<file path="config.mk">
export PLATFORM = sky130hd
export DESIGN_NAME = hsc_config_bank
export DESIGN_NICKNAME = d
export VERILOG_FILES = /design/src/core/hsc_pkg.sv /design/src/core/hsc_text_store.sv /design/src/core/hsc_config_bank.sv
export SDC_FILE = /design/constraint.sdc
export NUM_CORES = 2
export LEC_CHECK = 0
export BUFFER_PORTS_ARGS = -buffer_cell sky130_fd_sc_hd__buf_2
export CAP_MARGIN = 40
export CORE_MARGIN = 1
export CORE_UTILIZATION = 40
export DETAILED_ROUTE_END_ITERATION = 10
export PLACE_DENSITY = 0.59
export SYNTH_ARGS = -nofsm -noshare
export SYNTH_HDL_FRONTEND = slang
export SYNTH_SLANG_ARGS = --single-unit
</file>
<file path="constraint.sdc">
create_clock -name I_REF_CLK -period 5.2 [get_ports I_REF_CLK]
set_clock_uncertainty 0.15 [all_clocks]
set_input_delay 0 -clock I_REF_CLK [delete_from_list [all_inputs] [get_ports I_REF_CLK]]
set_output_delay 0 -clock I_REF_CLK [all_outputs]
set_load 0.01 [all_outputs]
</file>
<file path="src/core/hsc_pkg.sv">
`default_nettype none
package hsc_pkg;
	// byte offsets of the configuration space
	localparam logic [7:0] MAKER_LEN_OFS   = 8'h13;
	localparam logic [7:0] PRODUCT_LEN_OFS = 8'h14;
	localparam logic [7:0] SERIAL_LEN_OFS  = 8'h15;
	localparam logic [7:0] MAKER_AREA_LO   = 8'h16;
	localparam logic [7:0] MAKER_AREA_HI   = 8'h53;
	localparam logic [7:0] PRODUCT_AREA_LO = 8'h54;
	localparam logic [7:0] PRODUCT_AREA_HI = 8'h91;
	localparam logic [7:0] SERIAL_AREA_LO  = 8'h92;
	localparam logic [7:0] SERIAL_AREA_HI  = 8'hCF;
	localparam logic [7:0] CHARGE_EN_OFS   = 8'hD0;
	// text limits
	localparam logic [7:0] MAX_CHARS       = 8'h1F;
	localparam int         AREA_BYTES      = 62;
	localparam int         STORE_DEPTH     = 186;
	localparam int         STORE_AW        = 8;
	// charge enable layout: ports 1..4 at bits 1..4
	localparam logic [7:0] CHARGE_EN_MASK  = 8'h1E;
	localparam int         CHARGE_LSB      = 1;
	localparam int         PORT_COUNT      = 4;
	// values after reset
	localparam logic [7:0] LEN_RESET       = 8'h00;
	localparam logic [7:0] CHARGE_RESET    = 8'h00;
	localparam logic [7:0] UNMAPPED_DATA   = 8'h00;
	// text selector for the descriptor fetch port
	typedef enum logic [1:0]
	{
		TXT_MAKER   = 2'b00,
		TXT_PRODUCT = 2'b01,
		TXT_SERIAL  = 2'b10
	} hsc_text_t;
	// descriptor fetch states
	typedef enum logic [1:0]
	{
		FS_IDLE = 2'b00,
		FS_LOW  = 2'b01,
		FS_HIGH = 2'b10,
		FS_DONE = 2'b11
	} hsc_fetch_t;
endpackage : hsc_pkg
`default_nettype wire

</file>
<file path="src/core/hsc_text_store.sv">
`default_nettype none
// byte store for the three text areas, registered read data
module hsc_text_store
	import hsc_pkg::*;
(
	input  wire logic                   i_clk,
	input  wire logic                   i_wr_en,
	input  wire logic [STORE_AW-1:0]    i_wr_addr,
	input  wire logic [7:0]             i_wr_data,
	input  wire logic [STORE_AW-1:0]    i_rd_addr,
	output var  logic [7:0]             o_rd_data
);
	logic [7:0] mem [STORE_DEPTH];

	// no reset on the array: contents come only from the configuring party
	always_ff @(posedge i_clk)
	begin
		if (i_wr_en)
			mem[i_wr_addr] <= i_wr_data;
	end

	always_ff @(posedge i_clk)
	begin
		o_rd_data <= mem[i_rd_addr];
	end
endmodule : hsc_text_store
`default_nettype wire

</file>
<file path="src/core/hsc_config_bank.sv">
`default_nettype none
module hsc_config_bank
	import hsc_pkg::*;
(
	input  wire logic                    I_REF_CLK,
	input  wire logic                    I_RST_N,
	input  wire logic                    I_CFG_WR,
	input  wire logic                    I_CFG_RD,
	input  wire logic [7:0]              I_CFG_ADDR,
	input  wire logic [7:0]              I_CFG_WDATA,
	output var  logic [7:0]              O_CFG_RDATA,
	output var  logic                    O_CFG_RVALID,
	input  wire logic                    I_FETCH_START,
	input  wire hsc_pkg::hsc_text_t      I_FETCH_SEL,
	output var  logic [15:0]             O_FETCH_CHAR,
	output var  logic                    O_FETCH_VALID,
	output var  logic                    O_FETCH_DONE,
	output var  logic                    O_FETCH_BUSY,
	output var  logic [PORT_COUNT-1:0]   O_PORT_CHARGE_EN
);
	import hsc_pkg::*;

	logic [7:0]          maker_text_length;
	logic [7:0]          product_text_length;
	logic [7:0]          serial_text_length;
	logic [7:0]          port_charge_enable;
	logic                in_text;
	logic [STORE_AW-1:0] cfg_index;
	logic [STORE_AW-1:0] fetch_index;
	logic [STORE_AW-1:0] store_rd_addr;
	logic [7:0]          store_rd_data;
	logic                rd_from_store;
	logic                rd_pending;
	logic [7:0]          rd_reg_data;
	hsc_fetch_t          fetch_state;
	logic [7:0]          fetch_base;
	logic [7:0]          fetch_len;
	logic [7:0]          char_count;
	logic [7:0]          low_byte;

	// text areas are adjacent, so one offset from 16h covers all three
	always_comb
	begin
		in_text   = (I_CFG_ADDR >= MAKER_AREA_LO) && (I_CFG_ADDR <= SERIAL_AREA_HI);
		cfg_index = I_CFG_ADDR - MAKER_AREA_LO;
	end

	// cfg text read shares the store port; fetch only uses it when no cfg text read
	always_comb
	begin
		if (I_CFG_RD && in_text)
			store_rd_addr = cfg_index;
		else
			store_rd_addr = fetch_index;
	end

	hsc_text_store u_store
	(
		.i_clk     (I_REF_CLK),
		.i_wr_en   (I_CFG_WR && in_text),
		.i_wr_addr (cfg_index),
		.i_wr_data (I_CFG_WDATA),
		.i_rd_addr (store_rd_addr),
		.o_rd_data (store_rd_data)
	);

	// length registers
	always_ff @(posedge I_REF_CLK or negedge I_RST_N)
	begin
		if (!I_RST_N)
		begin
			maker_text_length   <= LEN_RESET;
			product_text_length <= LEN_RESET;
			serial_text_length  <= LEN_RESET;
		end
		else if (I_CFG_WR)
		begin
			if (I_CFG_ADDR == MAKER_LEN_OFS)
				maker_text_length <= I_CFG_WDATA;
			else if (I_CFG_ADDR == PRODUCT_LEN_OFS)
				product_text_length <= I_CFG_WDATA;
			else if (I_CFG_ADDR == SERIAL_LEN_OFS)
				serial_text_length <= I_CFG_WDATA;
		end
	end

	// charge enable; reserved bits never store so they read as zero
	always_ff @(posedge I_REF_CLK or negedge I_RST_N)
	begin
		if (!I_RST_N)
			port_charge_enable <= CHARGE_RESET;
		else if (I_CFG_WR && I_CFG_ADDR == CHARGE_EN_OFS)
			port_charge_enable <= I_CFG_WDATA & CHARGE_EN_MASK;
	end

	// per-port enables, registered straight to the pins
	always_ff @(posedge I_REF_CLK or negedge I_RST_N)
	begin
		if (!I_RST_N)
			O_PORT_CHARGE_EN <= '0;
		else
			O_PORT_CHARGE_EN <= port_charge_enable[CHARGE_LSB +: PORT_COUNT];
	end

	// register read mux; unmapped offsets return zero
	always_comb
	begin
		if (I_CFG_ADDR == MAKER_LEN_OFS)
			rd_reg_data = maker_text_length;
		else if (I_CFG_ADDR == PRODUCT_LEN_OFS)
			rd_reg_data = product_text_length;
		else if (I_CFG_ADDR == SERIAL_LEN_OFS)
			rd_reg_data = serial_text_length;
		else if (I_CFG_ADDR == CHARGE_EN_OFS)
			rd_reg_data = port_charge_enable;
		else
			rd_reg_data = UNMAPPED_DATA;
	end

	// answer two cycles after the strobe: the store settles, then the pin flop
	always_ff @(posedge I_REF_CLK or negedge I_RST_N)
	begin
		if (!I_RST_N)
		begin
			rd_from_store <= 1'b0;
			rd_pending    <= 1'b0;
			O_CFG_RVALID  <= 1'b0;
		end
		else
		begin
			rd_from_store <= I_CFG_RD && in_text;
			rd_pending    <= I_CFG_RD;
			O_CFG_RVALID  <= rd_pending;
		end
	end

	logic [7:0] reg_hold;
	always_ff @(posedge I_REF_CLK or negedge I_RST_N)
	begin
		if (!I_RST_N)
			reg_hold <= UNMAPPED_DATA;
		else if (I_CFG_RD)
			reg_hold <= rd_reg_data;
	end

	// read data pin from a flop; costs a cycle but no mux drives the pin
	always_ff @(posedge I_REF_CLK or negedge I_RST_N)
	begin
		if (!I_RST_N)
			O_CFG_RDATA <= UNMAPPED_DATA;
		else if (rd_pending)
			O_CFG_RDATA <= rd_from_store ? store_rd_data : reg_hold;
	end

	// fetch base and clamped length for the selected text
	logic [7:0] sel_base;
	logic [7:0] sel_len;
	logic [7:0] sel_raw;
	always_comb
	begin
		case (I_FETCH_SEL)
			TXT_PRODUCT:
			begin
				sel_base = PRODUCT_AREA_LO - MAKER_AREA_LO;
				sel_raw  = product_text_length;
			end
			TXT_SERIAL:
			begin
				sel_base = SERIAL_AREA_LO - MAKER_AREA_LO;
				sel_raw  = serial_text_length;
			end
			default:
			begin
				sel_base = 8'h00;
				sel_raw  = maker_text_length;
			end
		endcase
		// lengths above the supported maximum are clipped, never overrun a neighbour
		sel_len = (sel_raw > MAX_CHARS) ? MAX_CHARS : sel_raw;
	end

	// descriptor fetch: reads low then high byte per character
	always_ff @(posedge I_REF_CLK or negedge I_RST_N)
	begin
		if (!I_RST_N)
		begin
			fetch_state   <= FS_IDLE;
			fetch_base    <= 8'h00;
			fetch_len     <= 8'h00;
			char_count    <= 8'h00;
			fetch_index   <= '0;
			low_byte      <= 8'h00;
			O_FETCH_CHAR  <= 16'h0000;
			O_FETCH_VALID <= 1'b0;
			O_FETCH_DONE  <= 1'b0;
			O_FETCH_BUSY  <= 1'b0;
		end
		else
		begin
			O_FETCH_VALID <= 1'b0;
			O_FETCH_DONE  <= 1'b0;
			case (fetch_state)
				FS_IDLE:
				begin
					if (I_FETCH_START)
					begin
						fetch_base   <= sel_base;
						fetch_len    <= sel_len;
						char_count   <= 8'h00;
						fetch_index  <= sel_base;
						O_FETCH_BUSY <= 1'b1;
						fetch_state  <= (sel_len == 8'h00) ? FS_DONE : FS_LOW;
					end
				end
				FS_LOW:
				begin
					// a cfg text read steals the port; retry the same byte next cycle
					if (!(I_CFG_RD && in_text))
					begin
						fetch_index <= fetch_index + 8'h01;
						fetch_state <= FS_HIGH;
					end
				end
				FS_HIGH:
				begin
					if (I_CFG_RD && in_text)
					begin
						// the high byte read is lost to the cfg read, so fetch the character again from its low byte
						fetch_index <= fetch_index - 8'h01;
						fetch_state <= FS_LOW;
					end
					else
					begin
						low_byte    <= store_rd_data;
						fetch_index <= fetch_index + 8'h01;
						fetch_state <= FS_DONE;
					end
				end
				FS_DONE:
				begin
					if (O_FETCH_BUSY && fetch_index != fetch_base)
					begin
						// high byte at the next address pairs with the low byte
						O_FETCH_CHAR  <= {store_rd_data, low_byte};
						O_FETCH_VALID <= 1'b1;
						char_count    <= char_count + 8'h01;
					end
					if (fetch_index == fetch_base || char_count + 8'h01 >= fetch_len)
					begin
						O_FETCH_DONE <= 1'b1;
						O_FETCH_BUSY <= 1'b0;
						fetch_state  <= FS_IDLE;
					end
					else
						fetch_state <= FS_LOW;
				end
				default: fetch_state <= FS_IDLE;
			endcase
		end
	end

	// checks
	chk_len_write: assert property (
		@(posedge I_REF_CLK) disable iff (!I_RST_N)
		I_CFG_WR && I_CFG_ADDR == PRODUCT_LEN_OFS
		|=> product_text_length == $past(I_CFG_WDATA))
		else $error("product length not stored");
	chk_serial_len: assert property (
		@(posedge I_REF_CLK) disable iff (!I_RST_N)
		I_CFG_WR && I_CFG_ADDR == SERIAL_LEN_OFS
		|=> serial_text_length == $past(I_CFG_WDATA))
		else $error("serial length not stored");
	chk_maker_len: assert property (
		@(posedge I_REF_CLK) disable iff (!I_RST_N)
		I_CFG_WR && I_CFG_ADDR == MAKER_LEN_OFS
		|=> maker_text_length == $past(I_CFG_WDATA))
		else $error("maker length not stored");
	chk_text_read: assert property (
		@(posedge I_REF_CLK) disable iff (!I_RST_N)
		I_CFG_WR && in_text ##1 !I_CFG_WR ##1 I_CFG_RD && I_CFG_ADDR == $past(I_CFG_ADDR, 2)
		|-> ##2 O_CFG_RDATA == $past(I_CFG_WDATA, 4))
		else $error("text byte read back wrong");
	chk_rsvd_zero: assert property (
		@(posedge I_REF_CLK) disable iff (!I_RST_N)
		(port_charge_enable & ~CHARGE_EN_MASK) == 8'h00)
		else $error("reserved charge bit set");
	chk_port_pin: assert property (
		@(posedge I_REF_CLK) disable iff (!I_RST_N)
		I_CFG_WR && I_CFG_ADDR == CHARGE_EN_OFS
		|-> ##2 O_PORT_CHARGE_EN == $past(I_CFG_WDATA[4:1], 2))
		else $error("charge pin not following enable");
	chk_fetch_count: assert property (
		@(posedge I_REF_CLK) disable iff (!I_RST_N)
		O_FETCH_VALID |-> char_count <= fetch_len)
		else $error("fetch ran past length");
	chk_fetch_ends: assert property (
		@(posedge I_REF_CLK) disable iff (!I_RST_N)
		I_FETCH_START && fetch_state == FS_IDLE && sel_len == 8'h00
		|-> ##2 O_FETCH_DONE && !O_FETCH_VALID)
		else $error("empty text fetch misbehaved");
	chk_read_answer: assert property (
		@(posedge I_REF_CLK) disable iff (!I_RST_N)
		I_CFG_RD |-> ##2 O_CFG_RVALID)
		else $error("cfg read not answered");
	chk_steal_retry: assert property (
		@(posedge I_REF_CLK) disable iff (!I_RST_N)
		fetch_state == FS_HIGH && I_CFG_RD && in_text |=> fetch_state == FS_LOW)
		else $error("fetch kept a stolen byte");
endmodule : hsc_config_bank
`default_nettype wire

</file>
==> flow_summary.yaml <==
critical_path:
  worstPathRequired_ns: 5.76
  cp_max_fo: 32
  endpoint: "u_store.o_rd_data[3]$_DFF_P_"
  ff2ff_setup_slack_ns: 0.56
  crit_path_end_kind: "register"
  worstPathArrival_ns: 5.20
  rr_worst_depth: 12
  start_kind: "register"
  critical_path_class: "register to register"
  crit_start: "fetch_index[0]$_DFFE_PN0P_"
  worst_r2r_endpoint: "u_store.o_rd_data[3]$_DFF_P_"
  r2r-start: "fetch_index[0]$_DFFE_PN0P_"
floorplan:
  core_region_area_sq_um: 161000
  die_h_um: 406
  ios: 55
  die-area_sq_um: 165000
  rows: 147
  start_util_pct: 40.4
  die_x_um: 406
logic_synthesis:
  syn_area_per_cell_sq_um: 13.0
  ys_warn_count: 0
  syn_inst: 5022
  ys.flop_type: "edfxtp_1"
  synth_edf_count: 1488
  ys_ff_latch: 1603
  syn_nets: 5065
  syn_area_sq_um: 65200
  ys_seq_area_share_pct: 72.9
  ys_async_sr_fraction_pct: 6.67
  yosys.cell_types.count: 80
global_route:
  grt_usage_pct: 24.0
  overflow: 0
  grt_max_degree: 105
  grt_pass1_wl_mm: 288
  antenna_found_initial: 6
  grt_pass1_vias: 41100
drt:
  drc_errors: 0
  drt-vias-per-instance: 5.80
  first_pass_iters: 8
  wl_per_cell_um: 26.8
  via_count: 43400
  drt-total-wl_mm: 200
  drtIter0Drc: 5987
  ant_nets: 0
timing:
  fmax_mhz: 216
  tightest_slew_ns: 1.06
  relSlewSlack_pct: 28.5
  setup_violations: 0
  hold_violations: 0
  final.min_clock_period_ns: 4.64
  rsz0062_at_grt: "no"
  finalSetupTns_ns: 0
  slew_violations: 0
  fin_crit_sh_pct: 89.1
clock_tree:
  clk_latency_ns: 0.81
  root_buffer: "clkbuf_16"
  cts.reportedPaths.clkPinSlew_ns: 0.06
  cts_tree: "done"
  cts.path.max_buffers: 3
  htree_levels: 4
  cts_buffers: 167
  cts_sinks: 1603
  postCtsSetupBuffers: 0
finish:
  area_delta_synth_final_pct: 14.7
  reg_top3: "u_store.mem: 1488 flops, O_FETCH_CHAR: 16 flops"
  layout_common_cells: "1488 x edfxtp_1, 1296 x nand2_1, 512 x nand3_1"
  fin_area_sq_um: 74800
  fin_nets: 5222
  largest-register: "u_store.mem"
  fillCellCount: 14300
  largest_register_ffs: 1488
  drive_above_1_share_pct: 11.6
  layout_commonest_cell: "edfxtp_1"
min_path:
  hp-class: "input port to register"
run_status:
  status: "finished, final reports clean"
placement:
  io_buffer_count: 54
  post-dp-hpwl_mm: 123
  gp_congestion: 0.869
  placed_area_sq_um: 69200
power_and_ir_drop:
  p_per_area_nw_per_um2: 465
  p_leak_nw: 26.0
  ir_worst_vdd_v: 0.000310
job:
  cap_viol_max_count: 0
## metrics by stage
step	worst slack [ns]	util, %	std cells	hold slack [ns]	power, mW
2_1_floorplan	2.27	-	5022	-0.446	19.5
3_3_place_gp	0.630	42.5	7067	-0.0520	23.2
3_5_place_dp	0.694	42.9	7136	-0.0492	23.3
4_1_cts	0.778	46.3	7470	0.0176	34.8
5_1_grt	0.469	46.4	7474	0.0825	35.8
6_report	0.565	46.4	7477	0.0650	34.8
## worst min-delay path by stage
stage                     slack (ns)  cells past startpoint                            end     startpoint
after floorplan                -0.45                      0     O_CFG_RDATA[0]$_DFFE_PN0P_        I_RST_N
after CTS                       0.02                      4  u_store.mem[179][0]$_DFFE_PP_  I_CFG_ADDR[1]
final                           0.06                      5       O_FETCH_BUSY$_DFFE_PN0P_  I_FETCH_START
after global placement         -0.05                      1    O_FETCH_CHAR[8]$_DFFE_PN0P_        I_RST_N
after detailed placement       -0.05                      1        low_byte[0]$_DFFE_PN0P_        I_RST_N
after global routing            0.08                      4  u_store.mem[116][0]$_DFFE_PP_  I_CFG_ADDR[1]
## synth_stat cells, types with 9 or more instances
cell type  count  area, sq um
a211oi_1      33          248
a21o_1        14          105
a21oi_1      109          546
a221oi_1      20          175
a222oi_1      10          100
a22oi_1       10         75.1
a311oi_1      47          412
a31oi_1      117          732
a32o_1        13          130
a32oi_1       50          438
and3_1        90          563
buf_1         34          128
buf_2        189          946
buf_4         12         90.1
clkbuf_1     105          394
dfrtp_1      107         2680
edfxtp_1    1488        44700
ha_1          20          250
inv_1         17         63.8
mux2_2        56          631
mux2i_1      116         1160
nand2_1     1306         4900
nand3_1      513         2570
nand4_1       33          206
nor2_1       250          938
nor4_1        11         68.8
o2111ai_1     17          149
o211ai_1      16          120
o21ai_0       59          295
o22ai_1        9         56.3
o311ai_0      10         87.6
xnor2_1       10         87.6
## cell families after synthesis
group	synth area share [%]
AOI/OAI and AO/OA	6.48
xor gates and xnor gates	0.242
adders and majority gates	0.384
buffers and inverters	2.57
DFF	72.9
muxes	2.80
and+or+nand+nor	14.7
## critical path, stage by stage, from the launching register on
cell,delay (ns)
dfrtp_1,0.47
nor2b_1,0.17
a32oi_1,0.39
o221a_4,0.71
buf_4,0.34
nand2_1,0.07
and3_1,0.22
a311oi_1,0.50
a311oi_1,0.11
o41ai_1,0.91
a311oi_1,0.09
buf_4,0.21
a311oi_1,0.21
## per-layer routing
layer  part of all wire [%]  track usage (%)  vias to the layer above  wire length [um]
li1                       -                -                    18900                 -
met1                     40             33.0                    21800             80900
met2                     46             37.1                     2263             91500
met3                    9.9             5.18                      372             19900
met4                    3.9             9.76                        4              7900
met5                  0.011                0                        -                23
## power breakdown
part | switching [mW] | total, mW | internal (mW)
sequential | 0.309 | 14.7 | 14.4
clock | 5.04 | 11.6 | 6.59
combinational | 5.87 | 8.48 | 2.61
total | 11.2 | 34.8 | 23.6
## cell type report
type,instances,area [sq um],share of cell area [%]
antenna,4,10.0,0.0134
clock buffer,225,4570,6.11
clock inverter,78,697,0.932
inverter,19,71.3,0.0954
multi-input combinational,3056,16200,21.6
sequential,1603,47500,63.5
tap,2160,2700,3.61
timing repair buffer,332,3050,4.08
## what timing repair did
action	CTS	global route
resized for setup	0	0
endpoints found under the hold margin	1251	0
hold buffers	31	0
Power figures use the tool's default switching activity.
